`src/logic/fdl_defines.svh`:
```
`ifndef FDL_DEFINES_SVH
`define FDL_DEFINES_SVH

// Register indices; byte address is four times the index.
`define FDL_IDX_RX_LINK_BYTE 10'h028
`define FDL_IDX_RX_MATCH_A 10'h029
`define FDL_IDX_RX_MATCH_B 10'h02A
`define FDL_IDX_TX_LINK_BYTE 10'h07E
`define FDL_IDX_RX_CHAN_CTRL 10'h090
`define FDL_IDX_RX_SUPPRESS 10'h091
`define FDL_IDX_TX_CHAN_CTRL 10'h092
`define FDL_IDX_TX_SUPPRESS 10'h093
`define FDL_IDX_STATUS 10'h0A0
`define FDL_IDX_MASK 10'h0A1
`define FDL_IDX_CONTROL 10'h0A2

// Channel control fields.
`define FDL_CC_TS_ENABLE 7
`define FDL_CC_SEL_MODE 5
`define FDL_CC_CHAN_MSB 4
`define FDL_CC_WMASK 8'hBF

// Status and mask fields.
`define FDL_ST_RX_FULL 0
`define FDL_ST_RX_MATCH 1
`define FDL_ST_TX_EMPTY 2

// Control fields.
`define FDL_CT_RX_DESTUFF 0
`define FDL_CT_TX_STUFF 1
`define FDL_CT_TX_SOURCE 2
`define FDL_CT_TX_LEGACY 3
`define FDL_CT_ESF_MODE 4

`define FDL_REG_RESET 8'h00
`define FDL_STUFF_RUN 3'h5
`define FDL_ONES_SAT 3'h6
`define FDL_BYTE_LAST 3'h7

`endif

```
`src/logic/fdl_pkg.sv`:
```
// Purpose: Types shared by the facility data link access logic.
// Assumes: Octets arrive one per DS0 timeslot with their channel number.
// Notes: Constants live in fdl_defines.svh.
package fdl_pkg;
    typedef struct packed {
        logic valid;
        logic [4:0] chan;
        logic [7:0] octet;
    } fdl_ds0_t;

    typedef struct packed {
        logic valid;
        logic [7:0] data;
        logic [7:0] use_mask;
    } fdl_hdlc_t;
endpackage
```
`src/logic/fdl_link_access.sv`:
```
// Purpose: Routes the HDLC controllers to the data link or DS0 slots and
//          holds the legacy byte-wide data link receive and transmit paths.
// Assumes: Bit and timeslot strobes are one-cycle pulses synchronous to pclk.
// Notes: APB slave, zero wait states, 8-bit registers in the low data bits.
// How it works
// - rx timeslot enable picks link or DS0
// - rx mode picks single channel or block
// - rx suppress bits drop DS0 bit positions
// - tx timeslot enable picks link or DS0
// - tx mode picks single channel or block
// - tx suppress bits keep payload bit positions
// - receive paths parallel, one transmit source
// - eight link bits fill byte, set full
// - masked full flag drives interrupt low
// - full byte compared with both match registers
// - first received bit lands in LSB
// - destuffer drops zero after five ones
// - zero after six ones is kept
// - transmit byte sent LSB first per mode
// - eight bits sent sets empty flag
// - unrefreshed transmit byte is resent
// - stuffer inserts zero after five ones
// - source select picks pin or controller
`include "fdl_defines.svh"

module fdl_link_access (
    input wire logic pclk,
    input wire logic presetn,
    input wire logic psel,
    input wire logic penable,
    input wire logic pwrite,
    input wire logic [11:0] paddr,
    input wire logic [31:0] pwdata,
    output logic [31:0] prdata,
    output logic pready,
    output logic pslverr,
    input wire logic fdl_strobe,
    input wire logic fs_strobe,
    input wire logic rx_link_bit,
    input wire fdl_pkg::fdl_ds0_t rx_ds0,
    input wire logic rx_block_hit,
    output fdl_pkg::fdl_hdlc_t rx_hdlc,
    input wire fdl_pkg::fdl_ds0_t tx_ds0_in,
    input wire logic tx_block_hit,
    input wire logic [7:0] tx_hdlc_octet,
    input wire logic tx_hdlc_link_bit,
    input wire logic ext_link_input,
    output fdl_pkg::fdl_ds0_t tx_ds0_out,
    output logic [7:0] tx_hdlc_take,
    output logic tx_link_bit,
    output logic int_n
);

    logic [7:0] rx_link_byte_q;
    logic [7:0] rx_link_match_a_q;
    logic [7:0] rx_link_match_b_q;
    logic [7:0] tx_link_byte_q;
    logic [7:0] rx_hdlc_channel_ctrl_q;
    logic [7:0] rx_hdlc_bit_suppress_q;
    logic [7:0] tx_hdlc_channel_ctrl_q;
    logic [7:0] tx_hdlc_bit_suppress_q;
    logic [2:0] status_q;
    logic [2:0] mask_q;
    logic [4:0] control_q;
    logic [31:0] prdata_q;
    logic int_n_q;

    logic [7:0] rx_sh_q;
    logic [2:0] rx_cnt_q;
    logic [2:0] rx_ones_q;
    logic [7:0] tx_sh_q;
    logic [2:0] tx_cnt_q;
    logic [2:0] tx_ones_q;
    logic tx_link_bit_q;
    fdl_pkg::fdl_hdlc_t rx_hdlc_q;
    fdl_pkg::fdl_ds0_t tx_ds0_q;
    logic [7:0] tx_take_q;

    logic [9:0] idx;
    logic addr_ok;
    logic setup;
    logic wr_en;
    logic link_strobe;
    logic rx_drop;
    logic [7:0] rx_sh_next;
    logic rx_byte_done;
    logic rx_match_hit;
    logic tx_stuff_now;
    logic tx_byte_done;
    logic tx_bit_sel;
    logic [2:0] set_ev;
    logic [2:0] clr_ev;

    // A channel is in use by HDLC either by its number or by the block registers.
    function automatic logic chan_selected(input logic [7:0] ctrl, input logic [4:0] chan,
                                           input logic blk_hit);
        logic hit;
        hit = ctrl[`FDL_CC_SEL_MODE] ? blk_hit : (ctrl[`FDL_CC_CHAN_MSB:0] == chan);
        return ctrl[`FDL_CC_TS_ENABLE] & hit;
    endfunction

    function automatic logic known_index(input logic [9:0] i);
        case (i)
            `FDL_IDX_RX_LINK_BYTE, `FDL_IDX_RX_MATCH_A, `FDL_IDX_RX_MATCH_B,
            `FDL_IDX_TX_LINK_BYTE, `FDL_IDX_RX_CHAN_CTRL, `FDL_IDX_RX_SUPPRESS,
            `FDL_IDX_TX_CHAN_CTRL, `FDL_IDX_TX_SUPPRESS, `FDL_IDX_STATUS,
            `FDL_IDX_MASK, `FDL_IDX_CONTROL: known_index = 1'b1;
            default: known_index = 1'b0;
        endcase
    endfunction

    assign idx = paddr[11:2];
    assign addr_ok = (paddr[1:0] == 2'h0) && known_index(idx);
    assign setup = psel && !penable;
    assign wr_en = psel && penable && pwrite && addr_ok;
    assign pready = 1'b1;
    assign pslverr = psel && penable && !addr_ok;
    assign prdata = prdata_q;
    assign int_n = int_n_q;
    assign rx_hdlc = rx_hdlc_q;
    assign tx_ds0_out = tx_ds0_q;
    assign tx_hdlc_take = tx_take_q;
    assign tx_link_bit = tx_link_bit_q;

    // Read data is captured in the setup cycle, so a read shows state as of that edge.
    always_ff @(posedge pclk or negedge presetn)
    begin
        if (!presetn)
            prdata_q <= 32'h0000_0000;
        else if (setup)
        begin
            prdata_q <= 32'h0000_0000;
            case (idx)
                `FDL_IDX_RX_LINK_BYTE: prdata_q[7:0] <= rx_link_byte_q;
                `FDL_IDX_RX_MATCH_A: prdata_q[7:0] <= rx_link_match_a_q;
                `FDL_IDX_RX_MATCH_B: prdata_q[7:0] <= rx_link_match_b_q;
                `FDL_IDX_TX_LINK_BYTE: prdata_q[7:0] <= tx_link_byte_q;
                `FDL_IDX_RX_CHAN_CTRL: prdata_q[7:0] <= rx_hdlc_channel_ctrl_q;
                `FDL_IDX_RX_SUPPRESS: prdata_q[7:0] <= rx_hdlc_bit_suppress_q;
                `FDL_IDX_TX_CHAN_CTRL: prdata_q[7:0] <= tx_hdlc_channel_ctrl_q;
                `FDL_IDX_TX_SUPPRESS: prdata_q[7:0] <= tx_hdlc_bit_suppress_q;
                `FDL_IDX_STATUS: prdata_q[2:0] <= status_q;
                `FDL_IDX_MASK: prdata_q[2:0] <= mask_q;
                `FDL_IDX_CONTROL: prdata_q[4:0] <= control_q;
                default: prdata_q <= 32'h0000_0000;
            endcase
        end
    end

    always_ff @(posedge pclk or negedge presetn)
    begin
        if (!presetn)
        begin
            rx_link_match_a_q <= `FDL_REG_RESET;
            rx_link_match_b_q <= `FDL_REG_RESET;
            tx_link_byte_q <= `FDL_REG_RESET;
            rx_hdlc_channel_ctrl_q <= `FDL_REG_RESET;
            rx_hdlc_bit_suppress_q <= `FDL_REG_RESET;
            tx_hdlc_channel_ctrl_q <= `FDL_REG_RESET;
            tx_hdlc_bit_suppress_q <= `FDL_REG_RESET;
            mask_q <= 3'h0;
            control_q <= 5'h00;
        end
        else if (wr_en)
        begin
            case (idx)
                `FDL_IDX_RX_MATCH_A: rx_link_match_a_q <= pwdata[7:0];
                `FDL_IDX_RX_MATCH_B: rx_link_match_b_q <= pwdata[7:0];
                `FDL_IDX_TX_LINK_BYTE: tx_link_byte_q <= pwdata[7:0];
                `FDL_IDX_RX_CHAN_CTRL: rx_hdlc_channel_ctrl_q <= pwdata[7:0] & `FDL_CC_WMASK;
                `FDL_IDX_RX_SUPPRESS: rx_hdlc_bit_suppress_q <= pwdata[7:0];
                `FDL_IDX_TX_CHAN_CTRL: tx_hdlc_channel_ctrl_q <= pwdata[7:0] & `FDL_CC_WMASK;
                `FDL_IDX_TX_SUPPRESS: tx_hdlc_bit_suppress_q <= pwdata[7:0];
                `FDL_IDX_MASK: mask_q <= pwdata[2:0];
                `FDL_IDX_CONTROL: control_q <= pwdata[4:0];
                default: mask_q <= mask_q;
            endcase
        end
    end

    assign link_strobe = control_q[`FDL_CT_ESF_MODE] ? fdl_strobe : fs_strobe;

    assign rx_drop = control_q[`FDL_CT_RX_DESTUFF] && !rx_link_bit &&
                     (rx_ones_q == `FDL_STUFF_RUN);
    assign rx_sh_next = {rx_link_bit, rx_sh_q[7:1]};
    assign rx_byte_done = link_strobe && !rx_drop && (rx_cnt_q == `FDL_BYTE_LAST);
    assign rx_match_hit = (rx_sh_next == rx_link_match_a_q) ||
                          (rx_sh_next == rx_link_match_b_q);

    always_ff @(posedge pclk or negedge presetn)
    begin
        if (!presetn)
        begin
            rx_sh_q <= 8'h00;
            rx_cnt_q <= 3'h0;
            rx_ones_q <= 3'h0;
            rx_link_byte_q <= `FDL_REG_RESET;
        end
        else if (link_strobe)
        begin
            if (!rx_link_bit)
                rx_ones_q <= 3'h0;
            else if (rx_ones_q != `FDL_ONES_SAT)
                rx_ones_q <= rx_ones_q + 3'h1;
            if (!rx_drop)
            begin
                rx_sh_q <= rx_sh_next;
                rx_cnt_q <= rx_cnt_q + 3'h1;
                if (rx_byte_done)
                    rx_link_byte_q <= rx_sh_next;
            end
        end
    end

    assign tx_stuff_now = control_q[`FDL_CT_TX_STUFF] && (tx_ones_q == `FDL_STUFF_RUN);
    assign tx_byte_done = link_strobe && control_q[`FDL_CT_TX_LEGACY] && !tx_stuff_now &&
                          (tx_cnt_q == `FDL_BYTE_LAST);

    always_ff @(posedge pclk or negedge presetn)
    begin
        if (!presetn)
        begin
            tx_sh_q <= 8'h00;
            tx_cnt_q <= 3'h0;
            tx_ones_q <= 3'h0;
        end
        else if (link_strobe && control_q[`FDL_CT_TX_LEGACY])
        begin
            if (tx_stuff_now)
                tx_ones_q <= 3'h0;
            else
            begin
                tx_ones_q <= tx_sh_q[0] ? tx_ones_q + 3'h1 : 3'h0;
                tx_cnt_q <= tx_cnt_q + 3'h1;
                tx_sh_q <= tx_byte_done ? tx_link_byte_q : {1'b0, tx_sh_q[7:1]};
            end
        end
    end

    always_comb
    begin
        if (control_q[`FDL_CT_TX_LEGACY])
            tx_bit_sel = tx_stuff_now ? 1'b0 : tx_sh_q[0];
        else if (!control_q[`FDL_CT_TX_SOURCE])
            tx_bit_sel = ext_link_input;
        else if (tx_hdlc_channel_ctrl_q[`FDL_CC_TS_ENABLE])
            tx_bit_sel = 1'b1;
        else
            tx_bit_sel = tx_hdlc_link_bit;
    end

    always_ff @(posedge pclk or negedge presetn)
    begin
        if (!presetn)
            tx_link_bit_q <= 1'b1;
        else if (link_strobe)
            tx_link_bit_q <= tx_bit_sel;
    end

    always_ff @(posedge pclk or negedge presetn)
    begin
        if (!presetn)
            rx_hdlc_q <= '0;
        else if (!rx_hdlc_channel_ctrl_q[`FDL_CC_TS_ENABLE])
        begin
            rx_hdlc_q.valid <= link_strobe;
            rx_hdlc_q.data <= {7'h00, rx_link_bit};
            rx_hdlc_q.use_mask <= 8'h01;
        end
        else
        begin
            rx_hdlc_q.valid <= rx_ds0.valid &&
                               chan_selected(rx_hdlc_channel_ctrl_q, rx_ds0.chan, rx_block_hit);
            rx_hdlc_q.data <= rx_ds0.octet;
            rx_hdlc_q.use_mask <= ~rx_hdlc_bit_suppress_q;
        end
    end

    always_ff @(posedge pclk or negedge presetn)
    begin
        if (!presetn)
        begin
            tx_ds0_q <= '0;
            tx_take_q <= 8'h00;
        end
        else
        begin
            tx_ds0_q <= tx_ds0_in;
            tx_take_q <= 8'h00;
            if (tx_ds0_in.valid &&
                chan_selected(tx_hdlc_channel_ctrl_q, tx_ds0_in.chan, tx_block_hit))
            begin
                tx_ds0_q.octet <= (tx_ds0_in.octet & tx_hdlc_bit_suppress_q) |
                                  (tx_hdlc_octet & ~tx_hdlc_bit_suppress_q);
                tx_take_q <= ~tx_hdlc_bit_suppress_q;
            end
        end
    end

    assign set_ev = {tx_byte_done, rx_byte_done && rx_match_hit, rx_byte_done};
    assign clr_ev = (wr_en && idx == `FDL_IDX_STATUS) ? pwdata[2:0] : 3'h0;

    // A new event in the clearing cycle survives the write-one-to-clear.
    always_ff @(posedge pclk or negedge presetn)
    begin
        if (!presetn)
            status_q <= 3'h0;
        else
            status_q <= set_ev | (status_q & ~clr_ev);
    end

    always_ff @(posedge pclk or negedge presetn)
    begin
        if (!presetn)
            int_n_q <= 1'b1;
        else
            int_n_q <= ~|(status_q & mask_q);
    end

    a_full_on_byte: assert property (@(posedge pclk) disable iff (!presetn)
        rx_byte_done |=> status_q[`FDL_ST_RX_FULL] && rx_link_byte_q == $past(rx_sh_next))
        else $error("full flag or byte missing after eighth bit");
    a_lsb_first: assert property (@(posedge pclk) disable iff (!presetn)
        link_strobe && !rx_drop |=> rx_sh_q[7] == $past(rx_link_bit))
        else $error("received bit not shifted in at the top");
    a_match_flag: assert property (@(posedge pclk) disable iff (!presetn)
        rx_byte_done && (rx_sh_next == rx_link_match_b_q) |=> status_q[`FDL_ST_RX_MATCH])
        else $error("match flag not set on equal byte");
    a_destuff_drop: assert property (@(posedge pclk) disable iff (!presetn)
        link_strobe && rx_drop |=> $stable(rx_sh_q) && $stable(rx_cnt_q))
        else $error("stuffed zero was not discarded");
    a_six_ones_kept: assert property (@(posedge pclk) disable iff (!presetn)
        link_strobe && !rx_link_bit && rx_ones_q == `FDL_ONES_SAT |=> !rx_sh_q[7])
        else $error("zero after six ones was dropped");
    a_stuff_zero: assert property (@(posedge pclk) disable iff (!presetn)
        link_strobe && control_q[`FDL_CT_TX_LEGACY] && tx_stuff_now |=> !tx_link_bit_q)
        else $error("no zero inserted after five ones");
    a_resend_byte: assert property (@(posedge pclk) disable iff (!presetn)
        tx_byte_done |=> tx_sh_q == $past(tx_link_byte_q) && status_q[`FDL_ST_TX_EMPTY])
        else $error("transmit byte not reloaded or empty flag missing");
    a_irq_level: assert property (@(posedge pclk) disable iff (!presetn)
        status_q[`FDL_ST_RX_FULL] && mask_q[`FDL_ST_RX_FULL] |=> !int_n_q)
        else $error("interrupt not asserted for masked-in full flag");
    a_ext_source: assert property (@(posedge pclk) disable iff (!presetn)
        link_strobe && control_q[3:2] == 2'h0 |=> tx_link_bit_q == $past(ext_link_input))
        else $error("pin source not passed to the link");
    a_rx_suppress: assert property (@(posedge pclk) disable iff (!presetn)
        rx_hdlc_channel_ctrl_q[`FDL_CC_TS_ENABLE]
        |=> rx_hdlc_q.use_mask == ~$past(rx_hdlc_bit_suppress_q))
        else $error("receive suppress mask not applied");

endmodule

```
`config.mk`:
```
export PLATFORM = sky130hd
export DESIGN_NAME = fdl_link_access
export DESIGN_NICKNAME = d
export VERILOG_FILES = /design/src/logic/fdl_pkg.sv /design/src/logic/fdl_link_access.sv
export VERILOG_INCLUDE_DIRS = /design/src /design/src/logic
export SDC_FILE = /design/constraint.sdc
export NUM_CORES = 1
export LEC_CHECK = 0
export ABC_CLOCK_PERIOD_IN_PS = 4500
export BUFFER_PORTS_ARGS = -buffer_cell sky130_fd_sc_hd__buf_2
export CAP_MARGIN = 30
export CORE_MARGIN = 5
export CORE_UTILIZATION = 42
export CTS_CLUSTER_DIAMETER = 120
export DETAILED_ROUTE_END_ITERATION = 8
export PLACE_DENSITY_LB_ADDON = 0.2
export SLEW_MARGIN = 20
export SYNTH_ARGS = -nofsm -noshare
export SYNTH_HDL_FRONTEND = slang
export SYNTH_SLANG_ARGS = --single-unit
export TNS_END_PERCENT = 1
```
`constraint.sdc`:
```
create_clock -name pclk -period 4.5 [get_ports pclk]
set_input_delay 0.225 -clock pclk [delete_from_list [all_inputs] [get_ports pclk]]
set_output_delay 0.225 -clock pclk [all_outputs]
set_load 0.1 [all_outputs]
```
==> metrics.cfg, run 1 <==
[timing]
worst_slew_pin_slew_ps=785
hold_viol=0
post-route-period-util=0.548
fmax_ghz=0.406
setup_viol=0
slew_violations=0
fin_ws_ps=2030
relSlewSlack=0.476
rsz0062_at_grt=no
fin_tns_setup_ps=0
finClkSkew_ps=7.68
whs_ps=21.0
period_minus_slack_ps=2470

[critical_path]
crit_fanout=20
r2r_end=tx_ones_q[1]$_DFFE_PN0P_
cp-end-kind=output pin
arrival_ps=2240
rrSetupSlack_ps=2560
r2r_start=control_q[4]$_DFFE_PN0P_
path_class=in -> out
worstSetupStartpointType=primary input
worst-r2r-cell-count=5
crit_required_ps=4280

[global_route]
grt_pass1_vias=5040
grt.total_usage=0.192
grt_overflow=0
antenna_found_initial=0
grt_max_degree=111
grt_first_pass_wirelength_um=29000

[clock_network]
htreeDepth=4
clk_pin_slew_ps=60
clock_latency_ps=430
cts_buffers=17
cts-root-buf=clkbuf_16
cts-resized-gates=0
clock_sinks=149
cts_tree=done
cts_buffer_depth=2

[synth]
synth_mux_area_frac=0.175
syn_inst=572
synth_top_family_by_area=multiplexers
synth_top_area_cell=dfrtp_1
ys.warnings.count=0
synth-simple-area-share=0.112
synth_seq_cells=149
synthTopCellsByArea=dfrtp_1, mux2_2, mux2i_1, xor2_1, buf_4
synth-async-reset-ratio=1.00
netlist.area_leader.share=0.527
ys_seq_area_frac=0.534
avgSynthCellArea_um2=12.2
synth_compound_area_frac=0.0802
synth.distinct_cells=60
synth_edf_count=0
synth_fa_ha_area_frac=0.0161
synth_area_um2=6990
synth_xor_area_frac=0.0364
ys.flop_type=dfrtp_1

[drt]
finalWirelength_um=17900
first_iter_violations=330
viasPerCell=5.20
wl_per_cell_um=19.2
via_count=4866
drc_errors=0
firstDrtPassIters=4
ant_nets=0

[worst_hold_path]
min_path_cells=2
hold_path.class=in -> reg
min-delay-start=rx_ds0[2]
holdPathEnd=rx_hdlc[10]$_DFF_PN0_

[cells_and_area]
fin_util=0.509
fin_area_um2=8370
nets=803
drive_gt1_frac=0.366
synthToLayoutAreaGrowth_pct=19.9
fin_cells=935
diodes=0

[outcome]
outcome=completed

[placed_design]
place.gp.congestion=0.892
dp.cells=891
numPortBuffers=117
dpl.hpwl_um=13200
dpl_worst_slack_ps=2000
postPlaceCellArea_um2=7680

[power]
finalPower_mw=3.42
powerDensity_nw_per_um2=408
vdd_drop_max_mv=0.260
p_leak_nw=4.16

[floorplanning]
start_util=0.424
ios=167
die_width_um=139
core_area_um2=16500
die_h_um=139
die-area_um2=19300
rows=47

[run]
max_cap_viol_count=0

[Yosys cell counts (all sizes together) (3+ instances only)]
cell    number
mux2        87
nand2       49
a31oi        6
a22oi        5
clkbuf       8
a22o         3
nor2        28
nor4         6
buf         36
a21oi       17
xnor2        6
mux2i       22
ha           9
nand4        4
nand3       10
o21ai       17
inv         10
and2         8
nor2b       10
xor2        23
dfrtp      147
o22ai        6
nor3        12
o221ai       3
nand2b       3
a221oi       4
[timing repair]
action | 4_1_cts | 5_1_grt
hold endpoints to repair | 71 | 0
setup buffers | 0 | 0
hold buffers | 10 | 0
endpoints found under the setup margin | 0 | 0
[worst max-delay path by stage]
stage | startpoint | endpoint | slack (ps) | cells past startpoint
detailed placement | paddr[3] | tx_link_byte_q[4]$_DFFE_PN0P_ | 2000 | 5
global placement | paddr[3] | tx_link_byte_q[5]$_DFFE_PN0P_ | 1980 | 5
floorplan | paddr[3] | pslverr | 1720 | 6
CTS | paddr[3] | pslverr | 2010 | 7
finish | paddr[3] | pslverr | 2030 | 7
global route | paddr[3] | pslverr | 1920 | 7
[cell usage in the layout (no fill, tap or decap), types with 10 or more instances in the layout]
master / netlist / routed
dfrtp_1: 147 / 147
buf_2: 8 / 116
mux2_2: 87 / 87
nand2_1: 48 / 48
nor2_1: 27 / 27
conb_1: 2 / 25
xor2_1: 23 / 23
mux2i_1: 22 / 22
a21oi_1: 17 / 17
o21ai_0: 17 / 17
clkbuf_16: 0 / 17
inv_1: 10 / 10
nor2b_1: 10 / 10
dlygate4sd3_1: 0 / 10
[layer usage]
metal / vias to the layer above / share of wire / GRT usage
met4: 0 / 0.022 / 0.0633
met3: 28 / 0.059 / 0.0459
met1: 2439 / 0.43 / 0.255
met2: 150 / 0.49 / 0.312
li1: 2249 / - / -
met5: - / 0 / 0
[final cells by class]
| cell class | instances | area (um^2) |
|---|---|---|
| Clock inverter | 15 | 126 |
| Inverter | 10 | 37.5 |
| Fill cell | 1460 | 8090 |
| Multi-Input combinational cell | 392 | 3030 |
| Timing Repair Buffer | 132 | 752 |
| Tap cell | 220 | 275 |
| Clock buffer | 17 | 425 |
| Sequential cell | 149 | 3730 |
[critical path, cell delays in order]
cell and delay, ps:
buf_2 400, or4b_1 650, nor3_4 320, a31oi_1 100
o21ai_0 140, a21oi_1 110, buf_2 300
[power breakdown]
group / total (mW) / internal (mW) / switching, mW
Combinational: 0.577 / 0.188 / 0.389
Clock: 1.31 / 0.718 / 0.596
Sequential: 1.53 / 1.44 / 0.0850
[cells by family (layout without fill, tap and decap cells)]
kind of cell | count (synthesis) | in the layout
flip-flops | 149 | 149
XOR/XNOR | 29 | 29
other | 2 | 25
multiplexers | 110 | 110
buffers and inverters | 54 | 174
AO/OA/AOI/OAI | 82 | 82
AND/OR/NAND/NOR | 137 | 137
adder cells (fa/ha/maj) | 9 | 9
[sequential cells by signal, indices dropped and copies added, names as in the netlist, 5 cells and up]
| register | cells |
|---|---|
| tx_hdlc_take | 8 |
| rx_hdlc | 17 |
| tx_hdlc_bit_suppress_q | 8 |
| tx_link_byte_q | 8 |
| control_q | 5 |
| rx_link_byte_q | 8 |
| tx_ds0_out | 14 |
| tx_hdlc_channel_ctrl_q | 7 |
| rx_sh_q | 7 |
| rx_link_match_a_q | 8 |
| prdata | 8 |
| rx_link_match_b_q | 8 |
| tx_sh_q | 8 |
| rx_hdlc_channel_ctrl_q | 7 |
| rx_hdlc_bit_suppress_q | 8 |
No activity file was read; power rests on OpenSTA's default activity.
==> run 2: changes to the inputs <==
ABC_CLOCK_PERIOD_IN_PS = 2180   (was 4500)
clock period = 2.18 ns   (was 4.5 ns; I/O delays follow)
==> run 2 against run 1 <==
Against the previous run: register-to-register slack got worse by 2200 ps; sequential power rose by 110%; count of clock-buffer cells in the layout rose by 5; largest power group unchanged.
==> metrics.cfg, run 2 (synthesized netlist as in run 1, its figures left out) <==
[timing]
fin_ws_ps=288  ; -1750 ps
finClkSkew_ps=6.57  ; -1.11 ps
period_minus_slack_ps=1890
relSlewSlack=0.598  ; +0.122
fmax_ghz=0.529
post-route-period-util=0.868
hold_viol=0  ; unchanged
setup_viol=0  ; unchanged
slew_violations=0  ; unchanged
fin_tns_setup_ps=0  ; unchanged
worst_slew_pin_slew_ps=595  ; -190 ps
rsz0062_at_grt=no

[global_route]
grt_pass1_vias=5247  ; +4.1%
antenna_found_initial=0  ; unchanged
grt_overflow=0  ; unchanged
grt_max_degree=47  ; -58%
grt.total_usage=0.193  ; +0.000826
grt_first_pass_wirelength_um=29200  ; +0.54%

[critical_path]
crit_required_ps=2070  ; -2210 ps
crit_path_frequent_cell=buf_2
worstSetupStartpointType=primary input
crit_chain=buf_2, buf_4, nand2_1, a31oi_1, o21ai_0, a21oi_2, buf_2
cp-end-kind=output pin
crit_path_top_delay_cell=buf_2
r2r_start=tx_hdlc_channel_ctrl_q[4]$_DFFE_PN0P_
path_class=in -> out
critPathLaunch=paddr[3]
slowest_delay_ps=430  ; -220 ps
arrival_ps=1780  ; -460 ps
crit_fanout=17  ; -15%

[cells_and_area]
nets=843  ; +5.0%
largest_reg_flops=17  ; unchanged
drive_gt1_frac=0.370  ; +0.00310
diodes=0  ; unchanged
synthToLayoutAreaGrowth_pct=25.5
fin_cells=975  ; +4.3%
fin_util=0.533  ; +0.0239
mostFrequentLayoutCells=dfrtp_1, buf_2, mux2_2
fillers=1431  ; -2.0%
final_common_cell=dfrtp_1

[power]
powerDensity_nw_per_um2=824  ; +100%
vdd_drop_max_mv=0.555  ; +110%
finalPower_mw=7.23  ; +110%
p_leak_nw=4.33  ; +4.2%

[placed_design]
dpl.hpwl_um=13600  ; +2.9%
numPortBuffers=117  ; unchanged
dp.cells=910  ; +2.1%
place.gp.congestion=0.867  ; -2.8%
dpl_worst_slack_ps=244  ; -1750 ps

[floorplanning]
ios=167  ; unchanged
rows=47  ; unchanged
core_area_um2=16500  ; unchanged
die-area_um2=19300  ; unchanged
die_h_um=139  ; unchanged
die_width_um=139  ; unchanged
start_util=0.424  ; unchanged

[clock_network]
clock_sinks=149  ; unchanged
cts_post_setup_buffers_inserted=0  ; unchanged
cts_tree=done
htreeDepth=4  ; unchanged
cts-root-buf=clkbuf_16
cts_buffer_depth=2  ; unchanged
clock_latency_ps=420  ; about the same
cts_buffers=17  ; unchanged
clk_pin_slew_ps=60  ; about the same

[drt]
via_count=5046  ; +3.7%
drc_errors=0  ; unchanged
first_iter_violations=287  ; -13%
firstDrtPassIters=5  ; +1
viasPerCell=5.18  ; -0.56%
wl_per_cell_um=18.8  ; -1.8%
ant_nets=0  ; unchanged
finalWirelength_um=18400  ; +2.4%

[worst_hold_path]
min-delay-start=pwdata[6]
hold_path.class=in -> reg

[outcome]
outcome=completed

[run]
max_cap_viol_count=0  ; unchanged

-- run 2: timing repair --
item	in CTS	in global routing
hold endpoints to repair	65	0
resized for setup	0	0
hold buffers	33	0
endpoints found under the setup margin	0	0
-- run 2: per-stage QoR --
stage | hold WS, ps | instance area [um^2]
finish | 37.1 | 8770
detailed placement | 69.9 | 7860
floorplan | -187 | 7080
global placement | 64.8 | 7860
CTS | 23.6 | 8770
global route | 31.3 | 8770
-- run 2: final cells by class --
| class | instances | area [um^2] | area share |
|---|---|---|---|
| multi-input combinational | 392 | 3030 | 0.346 |
| inverter | 10 | 37.5 | 0.00428 |
| clock buffer | 22 | 484 | 0.0552 |
| clock inverter | 10 | 97.6 | 0.0111 |
| timing repair buffer | 172 | 1110 | 0.127 |
| sequential | 149 | 3730 | 0.426 |
| tap | 220 | 275 | 0.0314 |
-- run 2: worst max-delay path, delay by kind of cell --
family | cells | cell delay [ps]
AO/OA/AOI/OAI | 3 | 620
buffers and inverters | 3 | 850
AND/OR/NAND/NOR | 1 | 190
-- run 2: routing by layer --
layer / global-route usage / share of wire / wire length, um
met5: 0 / 0 / 0
met2: 0.322 / 0.50 / 9110
met1: 0.240 / 0.42 / 7760
met3: 0.0521 / 0.058 / 1070
met4: 0.0742 / 0.023 / 430
-- run 2: worst paths after layout --
path,depth (start not counted),endpoint,slack [ps]
max in group asynchronous,3,rx_hdlc_channel_ctrl_q[2]$_DFFE_PN0P_,1330
min reg2reg,1,rx_hdlc[5]$_DFF_PN0_,450
min,2,tx_hdlc_bit_suppress_q[6]$_DFFE_PN0P_,40
max reg2reg,6,tx_ds0_out[0]$_DFF_PN0_,350
max,7,pslverr,290
min in group asynchronous,2,rx_hdlc[10]$_DFF_PN0_,200
-- run 2: power by group --
group / switching [mW] / total, mW / leakage, nW / internal [mW]
sequential: 0.169 / 3.15 / 1.96 / 2.98
clock: 1.15 / 2.84 / 0.267 / 1.69
combinational: 0.809 / 1.23 / 2.11 / 0.425
